<file path="config.mk">
export PLATFORM = sky130hd
export DESIGN_NAME = dsa_sequencer
export DESIGN_NICKNAME = d
export VERILOG_FILES = /design/src/design/dsa_pkg.sv /design/src/design/dsa_divider.sv /design/src/design/dsa_sequencer.sv
export VERILOG_INCLUDE_DIRS = /design/src /design/src/design
export SDC_FILE = /design/constraint.sdc
export NUM_CORES = 1
export LEC_CHECK = 0
export ABC_AREA = 1
export BUFFER_PORTS_ARGS = -buffer_cell sky130_fd_sc_hd__buf_2
export CORE_UTILIZATION = 39
export DETAILED_ROUTE_END_ITERATION = 10
export GPL_ROUTABILITY_DRIVEN = 0
export SLEW_MARGIN = 10
export SYNTH_ARGS = -nofsm -noshare
export SYNTH_HDL_FRONTEND = slang
export SYNTH_SLANG_ARGS = --single-unit
</file>
<file path="constraint.sdc">
create_clock -name clk -period 2.33 [get_ports clk]
set_input_delay 0.466 -clock clk [delete_from_list [all_inputs] [get_ports clk]]
set_output_delay 0.466 -clock clk [all_outputs]
set_load 0.05 [all_outputs]
</file>
<file path="src/design/dsa_defines.svh">
// constants for the dual-slope converter sequencer
`ifndef DSA_DEFINES_SVH
`define DSA_DEFINES_SVH
`define DSA_CYCLE_COUNTS 13'd8000
`define DSA_INT_COUNTS 13'd2000
`define DSA_FULL_SCALE 13'd4000
`define DSA_CLEAR_COUNTS 13'd400
`define DSA_MIN_NULL 13'd1600
`define DSA_CONV_DIV 10'd4
`define DSA_BP_DIV 10'd768
`endif

</file>
<file path="src/design/dsa_pkg.sv">
// types for the dual-slope converter sequencer
package dsa_pkg;
	typedef enum logic [1:0] {
		DSA_NULL,
		DSA_INTEG,
		DSA_DEINT,
		DSA_CLEAR
	} dsa_phase_t;
endpackage : dsa_pkg

</file>
<file path="src/design/dsa_divider.sv">
// free-running clock divider giving a square wave and a wrap pulse
`timescale 1ns/1ps
`default_nettype none
module dsa_divider #(
	parameter logic [9:0] DIV = 10'd4
) (
	// clock and reset
	input wire logic clk,
	input wire logic rst_n,
	// divided outputs
	output logic sq_out,
	output logic wrap
);
	typedef struct packed {
		logic [9:0] cnt;
		logic sq;
		logic wrap;
	} dsa_div_st_t;
	dsa_div_st_t s_r, s_nxt;
	always_comb begin
		s_nxt = s_r;
		s_nxt.wrap = 1'b0;
		if (s_r.cnt == DIV - 10'd1) begin
			s_nxt.cnt = 10'h0;
			s_nxt.wrap = 1'b1;
		end else begin
			s_nxt.cnt = s_r.cnt + 10'h1;
		end
		s_nxt.sq = (s_nxt.cnt >= (DIV >> 1));
	end
	always_ff @(posedge clk) begin
		if (!rst_n) begin
			s_r <= '0;
		end else begin
			s_r <= s_nxt;
		end
	end
	assign sq_out = s_r.sq;
	assign wrap = s_r.wrap;
endmodule : dsa_divider
`default_nettype wire

</file>
<file path="src/design/dsa_sequencer.sv">
// dual-slope conversion sequencer, clock dividers and display latch
`timescale 1ns/1ps
`default_nettype none
`include "dsa_defines.svh"
module dsa_sequencer (
	// clock and reset
	input wire logic clk,
	input wire logic rst_n,
	// analog front end
	input wire logic comp_pos,
	output logic sw_inp_common,
	output logic sw_inn_common,
	output logic sw_input_pins,
	output logic sw_ref_pos,
	output logic sw_ref_neg,
	output logic sw_int_clear,
	output dsa_pkg::dsa_phase_t phase,
	// static selects
	input wire logic point_select_low,
	input wire logic point_select_high,
	input wire logic hold,
	// display side
	output logic [12:0] reading,
	output logic reading_neg,
	output logic overrange,
	output logic [2:0] point_on,
	output logic count_tick,
	output logic conv_clk,
	output logic backplane_clk
);
	import dsa_pkg::*;

	typedef struct packed {
		logic tick;
		dsa_phase_t ph;
		logic [12:0] cyc;
		logic [12:0] pcnt;
		logic neg;
		logic ovr;
		logic [12:0] disp;
		logic disp_neg;
		logic disp_ovr;
		logic [2:0] pts;
		logic [5:0] sw;
	} dsa_st_t;
	dsa_st_t s_r, s_nxt;
	logic conv_sq, bp_sq;

	// converter drive, oscillator / 4
	dsa_divider #(.DIV(`DSA_CONV_DIV)) u_conv (
		.clk(clk),
		.rst_n(rst_n),
		.sq_out(conv_sq),
		.wrap()
	);
	// backplane, oscillator / 768
	dsa_divider #(.DIV(`DSA_BP_DIV)) u_bp (
		.clk(clk),
		.rst_n(rst_n),
		.sq_out(bp_sq),
		.wrap()
	);

	always_comb begin
		s_nxt = s_r;
		s_nxt.tick = ~s_r.tick;
		// point segments are static, never gated by freeze
		case ({point_select_high, point_select_low})
			2'b00: s_nxt.pts = 3'b000;
			2'b01: s_nxt.pts = 3'b001;
			2'b10: s_nxt.pts = 3'b010;
			2'b11: s_nxt.pts = 3'b100;
			default: s_nxt.pts = 3'b000;
		endcase
		if (s_r.tick) begin
			s_nxt.cyc = (s_r.cyc == `DSA_CYCLE_COUNTS - 13'd1) ?
				13'h0 : s_r.cyc + 13'h1;
			s_nxt.pcnt = s_r.pcnt + 13'h1;
			case (s_r.ph)
				DSA_NULL: begin
					// null absorbs leftovers: it ends only at cycle wrap
					if (s_r.cyc == `DSA_CYCLE_COUNTS - 13'd1) begin
						s_nxt.ph = DSA_INTEG;
						s_nxt.pcnt = 13'h0;
					end
				end
				DSA_INTEG: begin
					if (s_r.pcnt == `DSA_INT_COUNTS - 13'd1) begin
						s_nxt.ph = DSA_DEINT;
						s_nxt.pcnt = 13'h0;
						// comparator high means input drove integrator negative
						s_nxt.neg = comp_pos;
					end
				end
				DSA_DEINT: begin
					if (s_r.pcnt == `DSA_FULL_SCALE - 13'd1 ||
						s_r.pcnt != 13'h0 && comp_pos != s_r.neg) begin
						// count is 2000*vin/vref; runs out at twice reference
						s_nxt.ovr = (comp_pos == s_r.neg);
						s_nxt.ph = s_nxt.ovr ? DSA_CLEAR : DSA_NULL;
						s_nxt.pcnt = 13'h0;
						if (!hold) begin
							s_nxt.disp = s_nxt.ovr ? `DSA_FULL_SCALE :
								s_r.pcnt + 13'h1;
							s_nxt.disp_neg = s_r.neg;
							s_nxt.disp_ovr = s_nxt.ovr;
						end
					end
				end
				DSA_CLEAR: begin
					if (s_r.pcnt == `DSA_CLEAR_COUNTS - 13'd1) begin
						s_nxt.ph = DSA_NULL;
						s_nxt.pcnt = 13'h0;
					end
				end
				default: s_nxt.ph = DSA_NULL;
			endcase
		end
		// switch image: inp_com, inn_com, pins, ref_pos, ref_neg, clear
		case (s_nxt.ph)
			DSA_NULL: s_nxt.sw = 6'b110000;
			DSA_INTEG: s_nxt.sw = 6'b001000;
			DSA_DEINT: s_nxt.sw = s_nxt.neg ? 6'b010100 : 6'b010010;
			DSA_CLEAR: s_nxt.sw = 6'b000001;
			default: s_nxt.sw = 6'b110000;
		endcase
	end

	always_ff @(posedge clk) begin
		if (!rst_n) begin
			s_r <= '0;
			s_r.ph <= DSA_NULL;
			s_r.cyc <= `DSA_CYCLE_COUNTS - `DSA_MIN_NULL;
			s_r.sw <= 6'b110000;
		end else begin
			s_r <= s_nxt;
		end
	end

	// output flops
	logic conv_r, bp_r;
	always_ff @(posedge clk) begin
		if (!rst_n) begin
			conv_r <= 1'b0;
			bp_r <= 1'b0;
		end else begin
			conv_r <= conv_sq;
			bp_r <= bp_sq;
		end
	end
	assign conv_clk = conv_r;
	assign backplane_clk = bp_r;
	assign count_tick = s_r.tick;
	assign phase = s_r.ph;
	assign {sw_inp_common, sw_inn_common, sw_input_pins, sw_ref_pos,
		sw_ref_neg, sw_int_clear} = s_r.sw;
	assign reading = s_r.disp;
	assign reading_neg = s_r.disp_neg;
	assign overrange = s_r.disp_ovr;
	assign point_on = s_r.pts;

	// checks
	a_cycle_start: assert property (@(posedge clk) disable iff (!rst_n)
		s_r.tick && s_r.cyc == 13'd7999 |=> s_r.ph == DSA_INTEG)
		else $error("integration does not start at cycle wrap");
	a_null_switch: assert property (@(posedge clk) disable iff (!rst_n)
		s_r.ph == DSA_NULL |-> sw_inp_common && sw_inn_common
		&& !sw_input_pins)
		else $error("inputs not on common in null phase");
	a_deint_neg: assert property (@(posedge clk) disable iff (!rst_n)
		s_r.ph == DSA_DEINT |-> sw_inn_common
		&& (sw_ref_pos != sw_ref_neg))
		else $error("deintegration switch image wrong");
	a_tick_half: assert property (@(posedge clk) disable iff (!rst_n)
		count_tick |=> !count_tick)
		else $error("count tick not at half rate");
	a_int_len: assert property (@(posedge clk) disable iff (!rst_n)
		s_r.ph == DSA_INTEG && s_r.tick && s_r.pcnt == 13'd1999
		|=> s_r.ph == DSA_DEINT)
		else $error("integration length wrong");
	a_hold_frz: assert property (@(posedge clk) disable iff (!rst_n)
		hold |=> $stable(reading))
		else $error("reading changed while held");
	a_hold_frz_ovr: assert property (@(posedge clk) disable iff (!rst_n)
		hold |=> $stable(overrange) && $stable(reading_neg))
		else $error("status changed while held");
	a_point_map: assert property (@(posedge clk) disable iff (!rst_n)
		{point_select_high, point_select_low} == 2'b10
		|=> point_on == 3'b010)
		else $error("point decode wrong");
	a_over_full: assert property (@(posedge clk) disable iff (!rst_n)
		$rose(overrange) |-> reading == 13'd4000)
		else $error("overrange without full scale");
	a_min_null: assert property (@(posedge clk) disable iff (!rst_n)
		s_r.cyc >= 13'd6400 |-> s_r.ph == DSA_NULL)
		else $error("null window wrong");
	c_overrange: cover property (@(posedge clk) $rose(overrange));
	c_negative: cover property (@(posedge clk) $rose(reading_neg));
	c_clear: cover property (@(posedge clk) s_r.ph == DSA_CLEAR);
	c_hold: cover property (@(posedge clk) hold && s_r.ph == DSA_DEINT);
endmodule : dsa_sequencer
`default_nettype wire

</file>
==> out/qor.yml, run 1 <==
worst_setup_path:
  r2r_setup_slack_ns: 0.57
  r2r-end: "reading[1]"
  path_class: "flop to flop"
  cp_max_fo: 12
  crit_path_end_kind: "flop"
  reg2reg_depth: 9
  rr_startpoint: "s_r[26]"
  crit_arrival_ns: 2.04
  crit_required_ns: 2.61
  cp-start-kind: "flop"
flow_run:
  drv_cap: 0
die:
  die_x_um: 101.6
  core-area_um2: 9415
  rows: 35
  initial_core_util: 0.4105
  boundaryPins: 35
  die_height_um: 101.6
  dieArea_um2: 10310
sta:
  setup_viol: 0
  finalHoldViolations: 0
  tightest_slew_ns: 1.051
  rsz0062_at_grt: "no"
  fin_tns_setup_ns: 0
  finalMaxSlewViolations: 0
  finalCriticalPeriod_ns: 1.765
  fmax_ghz: 0.5666
  final.setup_skew_ns: 0.005118
  min_period_over_period: 0.7574
  slew_headroom: 0.2967
layout:
  fin_util: 0.4532
  antenna_cells: 0
  syn2layout_area_growth_pct: 10.39
  fin_nets: 552
  finalNonFillerCells: 674
  drive_above_1_share: 0.1945
synthesis:
  synth_top_area_frac: 0.4040
  async_reset_ff_frac: 0
  syn_area_per_cell_um2: 7.433
  synth_cell_types: 36
  synth_edf_count: 0
  netlist_top_cells_count: "119 x nand2_1, 78 x dfxtp_1, 64 x inv_1"
  synth_top_flop_cell: "dfxtp_1"
  ys.warnings.count: 0
  yosys.area.top_type: "dfxtp_1"
  synth.area.top_cells: "dfxtp_1 40%, nand2_1 12%, inv_1 6.2%"
  syn_nets: 532
  synth.most_common_cell: "nand2_1"
  synth-seq-cells: 78
  yosysSeqAreaShare: 0.4040
  synthCells: 520
  synthesis.area_um2: 3865
global_route:
  grt-ovfl-total: 0
  grt_use_total: 0.1697
  grt_pass1_vias: 3061
  grt_pass1_wl_um: 13710
  antenna_found_initial: 0
  grt_start_max_net_pins: 33
clocking:
  clockBufferDepth: 2
  numCtsBuffers: 9
  cts_sinks: 78
  clockRootBuffer: "clkbuf_8"
  cts_resized: 0
  htreeDepth: 3
  post_cts_buffers: 0
  clk_pin_slew_ns: 0.08
  insertion_delay_ns: 0.34
  hold_buffers: 0
  cts_tree: "done"
drt:
  drtAntennaViolNets: 0
  wire_per_inst_um: 11.58
  drc: 0
  via_per_inst: 4.583
  routed_wl_um: 7802
  dr.pass1.iters: 4
  vias: 3089
  drt_iter0_markers: 85
min_path:
  min_path_type: "primary input to flop"
  worstHoldEndpoint: "point_on[1]"
  whs_path_depth: 2
  hold_start: "point_select_low"
pwr:
  vdd_drop_max_mv: 0.2440
  p_per_area_nw_per_um2: 662.9
  p_leak_nw: 1.943
placement:
  dp_hpwl_um: 5741
  dpl.cell_count: 658
  io_buffers: 34
outcome:
  status: "completed"
-- where the power goes --
part | switching, mW | leakage (nW) | internal [mW]
logic | 0.178 | 1.19 | 0.0662
clock network | 0.495 | 0.119 | 0.695
registers | 0.0263 | 0.633 | 1.37
total | 0.699 | 1.94 | 2.13
-- metrics by stage --
| stage | total power [mW] | hold WS (ns) | setup slack [ns] | instance area, µm² |
|---|---|---|---|---|
| finish | 2.829 | 0.2920 | 0.5652 | 4267 |
| global route | 2.969 | 0.2669 | 0.3729 | 4267 |
| global placement | 1.671 | 0.3990 | 0.5882 | 4025 |
| floorplan | 1.619 | 0.3905 | 0.6042 | 3865 |
| detailed placement | 1.672 | 0.4009 | 0.5558 | 4025 |
| CTS | 2.877 | 0.2673 | 0.5397 | 4267 |
-- cell families (layout without fill, tap and decap cells) --
family,count (synthesis),in the layout,synth area share
fa+ha+maj,6,6,0.01942
buf+inv,97,122,0.1172
flops,78,78,0.4040
compound gates,39,39,0.06831
simple gates,276,276,0.3367
xor+xnor,24,24,0.05439
-- area by class of cell --
cell class,count,area (µm²)
inverters,69,259.0
fillers,938,5149
multi-input cells,345,1851
flip-flops and latches,78,1562
clock buffers,12,165.2
clock inverters,4,76.32
well taps,129,161.4
repair buffers,37,192.7
-- per-layer routing --
metal	vias to the layer above	GRT usage	part of all wire
li1	1659	-	-
met5	-	0	0
met3	4	0.03520	0.040
met1	1378	0.2155	0.49
met4	0	0.07581	0.0063
met2	48	0.2770	0.46
-- how the worst max path moves through the flow --
stage,from,end,slack (ns),depth (start not counted)
after floorplan,count_tick,s_r[48],0.60,7
after global placement,s_r[26],reading[1],0.59,11
after detailed placement,s_r[26],reading[1],0.56,9
after CTS,s_r[26],reading[6],0.54,11
after global routing,s_r[26],reading[12],0.37,9
final,s_r[26],reading[1],0.57,9
-- cell usage in the layout (no fill, tap or decap) --
master      count
ha_1            6
buf_2          34
bufinv_16       2
nand3_1        36
o31ai_1         1
nor2_1         61
a21oi_1        12
o21ai_2         9
or3_1           1
xnor2_1         5
a31o_2          1
inv_6           1
o21ai_1         1
nor3_4          2
nand4_1         8
inv_2           5
a211oi_1        2
nand2_2        11
nor3_1         17
nand3b_1        1
buf_4           3
clkinvlp_4      1
nor2_2          4
clkbuf_8       12
o21ai_0         6
xor2_1         19
nand3_2         6
nor3_2          3
nor2_4          3
or2_1           1
nand3_4         1
nand2_4         2
a21oi_2         6
dfxtp_1        78
inv_1          64
nand2_1       119
a31oi_1         1
-- worst max-delay path: stages (launching register included) --
cell	delay, ns
dfxtp_1	0.39
ha_1	0.22
nand3_2	0.14
nor2_4	0.17
nand3_4	0.10
nand2_4	0.10
nand3_2	0.09
inv_2	0.26
nand2_1	0.10
a21oi_1	0.13
-- state kept, by name, summed over array words and instances, names as in the netlist, 2 cells and up --
register    cells
point_on        3
u_bp.s_r       10
u_conv.s_r     10
s_r            27
reading        13
phase           2
Note: power is estimated with default switching activity, not from simulation.
==> run 2, diff against run 1 <==
--- a/config.mk
+++ b/config.mk
@@ -6,7 +6,7 @@
 export SDC_FILE = /design/constraint.sdc
 export NUM_CORES = 1
 export LEC_CHECK = 0
-export ABC_AREA = 1
+export ABC_AREA = 0
 export BUFFER_PORTS_ARGS = -buffer_cell sky130_fd_sc_hd__buf_2
 export CORE_UTILIZATION = 39
 export DETAILED_ROUTE_END_ITERATION = 10
==> constraint.sdc (replaced) <==
create_clock -name clk -period 1.7 [get_ports clk]
set_input_delay 0.34 -clock clk [delete_from_list [all_inputs] [get_ports clk]]
set_output_delay 0.34 -clock clk [all_outputs]
set_load 0.05 [all_outputs]
==> run 2 against run 1 <==
Against the previous run: the run now ends with negative setup slack left; sequential power rose by 35%; routed wire length is 9.3% higher; cell count down 7.0%; worst setup slack worse by 1.2 ns; sequential share of layout area down 4.5 points; combinational power grew 11%; clock power grew 29%; fmax down 23%.
==> out/qor.yml, run 2 <==
outcome:
  status: "complete, but fails checks"  # was completed
  violations: "negative setup slack"
sta:
  setup_viol: 36  # was 0
  tightest_slew_ns: 1.075  # was 1.051 ns
  setup_ws_ns: -0.5939  # was 0.5652 ns
  min_period_over_period: 1.349  # was 0.7574
  finalMaxSlewViolations: 0  # unchanged
  fmax_ghz: 0.4359  # was 0.5666 GHz
  finalHoldViolations: 0  # unchanged
  slew_headroom: 0.2819  # was 0.2967
  rsz0062_at_grt: "yes"  # was no
  finalCriticalPeriod_ns: 2.294  # was 1.765 ns
  final.setup_skew_ns: 0.009256  # was 0.005118 ns
worst_setup_path:
  crit_path_end_kind: "flop"  # unchanged
  path_class: "flop to flop"  # unchanged
  path_cells: "or3_1, or4_4, a2111oi_4, buf_4, or3b_1, a21boi_1"  # was ha_1, nand3_2, nor2_4, nand3_4, nand2_4, nand3_2, inv_2, nand2_1, a21oi_1
  crit_arrival_ns: 2.58  # was 2.04 ns
  cp-start-kind: "flop"  # unchanged
  crit_slowest_cell: "or4_4"  # was dfxtp_1
  r2r_setup_slack_ns: -0.59  # was 0.57 ns
  crit_required_ns: 1.98  # was 2.61 ns
  crit_buf_inv: 1  # unchanged
  r2r-end: "reading[12]"  # was reading[1]
  cp_max_fo: 5  # was 12
  cpPeakStageDelay_ns: 0.54  # was 0.39 ns
  reg2reg_depth: 6  # was 9
  crit_family: "simple AND/OR/NAND/NOR gates"  # unchanged
  rr_startpoint: "s_r[38]"  # was s_r[26]
clocking:
  insertion_delay_ns: 0.35  # was 0.34 ns
  clockBufferDepth: 2  # unchanged
  cts_tree: "done"  # unchanged
  cts_sinks: 78  # unchanged
  clk_pin_slew_ns: 0.09  # was 0.08 ns
  htreeDepth: 3  # unchanged
  hold_buffers: 0  # unchanged
  numCtsBuffers: 9  # unchanged
  clockRootBuffer: "clkbuf_8"  # unchanged
placement:
  dp_hpwl_um: 5958  # was 5741 µm
  dp_slack_ns: -0.6607  # was 0.5558 ns
  io_buffers: 34  # unchanged
synthesis:
  synthAdderAreaFrac: 0.02055  # was 0.01942
  synth_top_flop_cell: "dfxtp_1"  # unchanged
  netlist_top_cells_count: "78 x dfxtp_1, 38 x nor2_1, 33 x nand2_1"  # was 119 x nand2_1, 78 x dfxtp_1, 64 x inv_1
  synthCells: 407  # was 520
  yosys.area.top_type: "dfxtp_1"  # unchanged
  synth.most_common_cell: "dfxtp_1"  # was nand2_1
  synth_xor_area_frac: 0.08633  # was 0.05439
  synthesis.area_um2: 3652  # was 3865 µm²
  yosysSeqAreaShare: 0.4275  # was 0.4040
  synth-seq-cells: 78  # unchanged
  ys.warnings.count: 0  # unchanged
  syn_nets: 419  # was 532
  synth_top_family_by_area: "simple AND/OR/NAND/NOR gates"  # unchanged
  synth_top_area_frac: 0.4275  # was 0.4040
  synthMuxAreaShare: 0.02501  # was 0
  async_reset_ff_frac: 0  # unchanged
  synth_cell_types: 56  # was 36
  synth_compound_area_frac: 0.1244  # was 0.06831
  synth.area.top_cells: "dfxtp_1 43%, xnor2_1 5.3%, buf_4 3.9%"  # was dfxtp_1 40%, nand2_1 12%, inv_1 6.2%
  syn_area_per_cell_um2: 8.974  # was 7.433 µm²
  synth_edf_count: 0  # unchanged
  synthSimpleGateAreaFrac: 0.2535  # was 0.3367
global_route:
  grt_use_total: 0.1910  # was 0.1697
  grt_pass1_vias: 3163  # was 3061
  grt_pass1_wl_um: 14890  # was 13710 µm
  grt-ovfl-total: 0  # unchanged
  grt_start_max_net_pins: 46  # was 33
  antenna_found_initial: 0  # unchanged
die:
  initial_core_util: 0.4108  # was 0.4105
  die_x_um: 98.77  # was 101.6 µm
  core-area_um2: 8891  # was 9415 µm²
  boundaryPins: 35  # unchanged
  die_height_um: 98.77  # was 101.6 µm
  dieArea_um2: 9756  # was 10310 µm²
  rows: 34  # was 35
pwr:
  p_int_mw: 2.810  # was 2.130 mW
  p_per_area_nw_per_um2: 752.8  # was 662.9 nW/µm²
  vdd_drop_max_mv: 0.4139  # was 0.2440 mV
  p_comb_frac: 0.073  # was 0.086
  p_leak_nw: 2.012  # was 1.943 nW
  clkPwrFrac: 0.417  # was 0.421
  p_seq_frac: 0.510  # was 0.493
  fin_total_pwr_mw: 3.692  # was 2.829 mW
  p_sw_frac: 0.2389  # was 0.2471
  p_sw_mw: 0.8820  # was 0.6989 mW
drt:
  drtAntennaViolNets: 0  # unchanged
  drt_iter0_markers: 163  # was 85
  drc: 0  # unchanged
  wire_per_inst_um: 13.61  # was 11.58 µm
  via_per_inst: 5.118  # was 4.583
  dr.pass1.iters: 4  # unchanged
  routed_wl_um: 8531  # was 7802 µm
  vias: 3209  # was 3089
layout:
  syn2layout_area_growth_pct: 34.29  # was 10.39%
  num-fill-cells: 809  # was 938
  antenna_cells: 0  # unchanged
  fin_nets: 526  # was 552
  final_common_cell: "buf_4"  # was nand2_1
  ff_latch_area_um2: 1573  # was 1562 µm²
  top_register: "s_r"  # unchanged
  drive_above_1_share: 0.3468  # was 0.1945
  final_cell_mix: "89 x buf_4, 69 x dfxtp_1, 38 x nor2_1"  # was 119 x nand2_1, 78 x dfxtp_1, 64 x inv_1
  multi_input_area_um2: 2043  # was 1851 µm²
  largest_reg_flops: 27  # unchanged
min_path:
  hold_start: "point_select_high"  # was point_select_low
  worstHoldEndpoint: "point_on[0]"  # was point_on[1]
  min_path_type: "primary input to flop"  # unchanged
  whs_path_depth: 2  # unchanged
flow_run:
  drv_cap: 0  # unchanged
[run 2: cell types whose count changed in the layout (fill, tap and decap cells not counted), moves of 11 or more]
cell / delta
nor2b_1: +12
and2_1: +11
nand2_1: -88
buf_4: +86
inv_1: -55
nand3_1: -20
nor2_1: -23
xnor2_1: +17
[run 2: through the flow]
step / cells / hold slack [ns] / utilization / setup TNS [ns] / cell area [µm²]
2_1_floorplan: 407 / 0.4115 / - / -15.84 / 3679
3_3_place_gp: 602 / 0.4224 / 0.4968 / -17.91 / 4417
3_5_place_dp: 602 / 0.4208 / 0.4968 / -19.23 / 4417
4_1_cts: 623 / 0.1457 / 0.5367 / -16.30 / 4772
5_1_grt: 627 / 0.1651 / 0.5516 / -20.10 / 4905
6_report: 627 / 0.1673 / 0.5516 / -16.60 / 4905
[run 2: area by class of cell]
class,count,share of cell area
Clock buffer,9,0.02526
Clock inverter,7,0.01990
Inverter,9,0.006888
Multi-Input combinational cell,288,0.4166
Sequential cell,78,0.3207
Tap cell,108,0.02755
Timing Repair Buffer,128,0.1832
[run 2: kinds of logic after synthesis]
logic type / after synthesis
simple gates: 174
flops: 78
compound gates: 63
buf+inv: 41
xor+xnor: 36
mux: 9
fa+ha+maj: 6
[run 2: power by group through the flow]
stage | combinational, mW | clock (mW) | sequential, mW
after floorplan | 0.129 | 0 | 1.94
after global routing | 0.302 | 1.67 | 1.89
after detailed placement | 0.249 | 0 | 1.92
after global placement | 0.246 | 0 | 1.92
final | 0.271 | 1.54 | 1.88
after CTS | 0.264 | 1.58 | 1.88
[run 2: layer usage]
metal,up-vias,share of wire,track usage
li1,1636,-,-
met1,1499,0.48,0.2514
met2,56,0.45,0.3039
met3,18,0.044,0.04184
met4,0,0.023,0.07807
met5,-,0,0
[run 2: how the worst max path moves through the flow]
stage / cells past startpoint / startpoint / end
detailed placement: 6 / s_r[38] / reading[12]
CTS: 6 / s_r[38] / reading[12]
global route: 6 / s_r[38] / reading[12]
finish: 6 / s_r[38] / reading[12]
global placement: 6 / s_r[38] / reading[12]
floorplan: 7 / s_r[31] / overrange
[run 2: repair_timing]
item                                    CTS  global route
pin swaps                                 2             9
endpoints found under the setup margin   38            40
resized for setup                        26            25
cloned                                    1             0
setup buffers                             4             4
endpoints found under the hold margin     0             0
==> run 3, diff against run 2 <==
==> constraint.sdc (replaced) <==
create_clock -name clk -period 2.2 [get_ports clk]
set_input_delay 0.44 -clock clk [delete_from_list [all_inputs] [get_ports clk]]
set_output_delay 0.44 -clock clk [all_outputs]
set_load 0.05 [all_outputs]
==> run 3 against run 2 <==
Against the previous run: the flow still finishes with violations (negative setup slack); first-iteration DRC count fell by 42%; critical path depth is 1 lower; hold slack better by 0.098 ns; count of clock-buffer cells in the layout up 2; utilization shrank 6.9 points; via count down 7.4%; register-to-register slack improved by 0.54 ns.
==> out/qor.yml, run 3 (synthesis gave the netlist of run 2 again) <==
worst_setup_path:
  reg2reg_depth: 5  # was 6
  path_cells: "or3_1, or4_4, a2111oi_4, or3b_1, a21boi_1"  # was or3_1, or4_4, a2111oi_4, buf_4, or3b_1, a21boi_1
  crit_arrival_ns: 2.53  # was 2.58 ns
  r2r_setup_slack_ns: -0.05  # was -0.59 ns
  r2r-end: "reading[6]"  # was reading[12]
  crit_slowest_cell: "a2111oi_4"  # was or4_4
  crit_required_ns: 2.48  # was 1.98 ns
  crit_family: "simple AND/OR/NAND/NOR gates"  # unchanged
  rr_startpoint: "s_r[38]"  # unchanged
  cp_max_fo: 4  # was 5
  cpPeakStageDelay_ns: 0.48  # was 0.54 ns
  crit_path_end_kind: "flop"  # unchanged
  crit_buf_inv: 0  # was 1
  path_class: "flop to flop"  # unchanged
  cp-start-kind: "flop"  # unchanged
global_route:
  grt_pass1_vias: 2726  # was 3163
  grt-ovfl-total: 0  # unchanged
  grt_use_total: 0.1710  # was 0.1910
  antenna_found_initial: 0  # unchanged
  grt_pass1_wl_um: 13340  # was 14890 µm
  grt_start_max_net_pins: 45  # was 46
  grt.met3_usage: 0.03972  # was 0.04184
  use_met1: 0.2493  # was 0.2514
  grt_busiest_layer: "met1"  # was met2
  use_met2: 0.2480  # was 0.3039
die:
  core-area_um2: 8891  # unchanged
  rows: 34  # unchanged
  boundaryPins: 35  # unchanged
  dieArea_um2: 9756  # unchanged
  die_x_um: 98.77  # unchanged
  initial_core_util: 0.4108  # unchanged
  die_height_um: 98.77  # unchanged
min_path:
  min_path_type: "primary input to flop"  # unchanged
  whs_path_depth: 2  # unchanged
  hold_start: "point_select_high"  # unchanged
  worstHoldEndpoint: "point_on[0]"  # unchanged
sta:
  fmax_ghz: 0.4440  # was 0.4359 GHz
  fin_tns_setup_ns: -0.1135  # was -16.60 ns
  tightest_slew_ns: 1.027  # was 1.075 ns
  rsz0062_at_grt: "yes"  # unchanged
  finalMaxSlewViolations: 0  # unchanged
  min_period_over_period: 1.024  # was 1.349
  setup_ws_ns: -0.05233  # was -0.5939 ns
  finalHoldViolations: 0  # unchanged
  final.setup_skew_ns: 0.01029  # was 0.009256 ns
  finalCriticalPeriod_ns: 2.252  # was 2.294 ns
  setup_viol: 5  # was 36
  slew_headroom: 0.3142  # was 0.2819
pwr:
  p_int_mw: 2.169  # was 2.810 mW
  p_comb_frac: 0.058  # was 0.073
  p_sw_frac: 0.2310  # was 0.2389
  p_leak_nw: 1.681  # was 2.012 nW
  p_per_area_nw_per_um2: 656.9  # was 752.8 nW/µm²
  p_sw_mw: 0.6516  # was 0.8820 mW
  vdd_drop_max_mv: 0.2341  # was 0.4139 mV
  p_seq_frac: 0.516  # was 0.510
  clkPwrFrac: 0.426  # was 0.417
clocking:
  cts_tree: "done"  # unchanged
  cts_sinks: 78  # unchanged
  clk_pin_slew_ns: 0.08  # was 0.09 ns
  numCtsBuffers: 9  # unchanged
  clockRootBuffer: "clkbuf_8"  # unchanged
  htreeDepth: 3  # unchanged
  clockBufferDepth: 2  # unchanged
  insertion_delay_ns: 0.35  # about the same
drt:
  drtAntennaViolNets: 0  # unchanged
  dr.pass1.iters: 4  # unchanged
  vias: 2971  # was 3209
  routed_wl_um: 7811  # was 8531 µm
  wire_per_inst_um: 13.90  # was 13.61 µm
  drt_iter0_markers: 94  # was 163
  via_per_inst: 5.286  # was 5.118
  drc: 0  # unchanged
layout:
  final_common_cell: "dfxtp_1"  # was buf_4
  antenna_cells: 0  # unchanged
  multi_input_area_um2: 1941  # was 2043 µm²
  final_cell_mix: "74 x dfxtp_1, 38 x nor2_1, 34 x buf_2"  # was 89 x buf_4, 69 x dfxtp_1, 38 x nor2_1
  fin_nets: 461  # was 526
  syn2layout_area_growth_pct: 17.57  # was 34.29%
  drive_above_1_share: 0.2181  # was 0.3468
  ff_latch_area_um2: 1567  # was 1573 µm²
  num-fill-cells: 856  # was 809
  top_register: "s_r"  # unchanged
  largest_reg_flops: 27  # unchanged
placement:
  io_buffers: 34  # unchanged
  dp_hpwl_um: 5434  # was 5958 µm
  dp_slack_ns: -0.09652  # was -0.6607 ns
flow_run:
  drv_cap: 0  # unchanged
outcome:
  violations: "negative setup slack"  # unchanged
  status: "complete, but fails checks"  # unchanged
run 3: layer usage:
| metal | wire [µm] | vias up |
|---|---|---|
| met3 | 349 | 4 |
| met1 | 4170 | 1390 |
| met5 | 0 | - |
| met2 | 3234 | 71 |
| met4 | 56 | 0 |
| li1 | - | 1506 |
run 3: repair_timing:
action                                  4_1_cts  5_1_grt
gates resized for setup                       3       17
buffers inserted                              0        1
hold buffers                                  0        0
endpoints found under the setup margin       27       32
pin swaps                                     2        2
run 3: worst max path at each step:
| stage | cells past startpoint | from | slack, ns | endpoint |
|---|---|---|---|---|
| floorplan | 7 | s_r[31] | -0.12 | overrange |
| global placement | 6 | s_r[38] | -0.04 | reading[2] |
| detailed placement | 6 | s_r[38] | -0.1 | reading[2] |
| CTS | 5 | s_r[38] | -0.02 | reading[6] |
| global route | 6 | s_r[26] | -0.11 | reading[12] |
| finish | 5 | s_r[38] | -0.05 | reading[6] |
run 3: area by class of cell:
cell class,instances,share of cell area
flip-flops and latches,78,0.3648
well taps,108,0.03147
repair buffers,63,0.09207
inverters,9,0.007867
clock inverters,5,0.01894
multi-input cells,288,0.4519
clock buffers,11,0.03293
run 3: stage by stage:
stage / cell area, µm² / hold WS (ns) / instances / utilization / total power, mW
after floorplan: 3665 / 0.4119 / 407 / - / 1.595
after detailed placement: 3976 / 0.4219 / 545 / 0.4472 / 1.643
after global routing: 4294 / 0.2548 / 562 / 0.4830 / 2.949
after global placement: 3976 / 0.4156 / 545 / 0.4472 / 1.642
final: 4294 / 0.2656 / 562 / 0.4830 / 2.821
after CTS: 4212 / 0.2574 / 561 / 0.4737 / 2.848
run 3: power groups by stage:
stage	clock [mW]	sequential (mW)	combinational, mW
2_1_floorplan	0	1.50	0.0982
3_3_place_gp	0	1.49	0.154
3_5_place_dp	0	1.49	0.155
4_1_cts	1.24	1.46	0.156
5_1_grt	1.31	1.46	0.182
6_report	1.20	1.46	0.163
run 3: worst reg2reg max path: cells and delay by family (launching register included):
kind | cells | cell delay, ns
AO/OA/AOI/OAI | 2 | 0.62
flip-flops | 1 | 0.33
AND/OR/NAND/NOR | 3 | 1.24
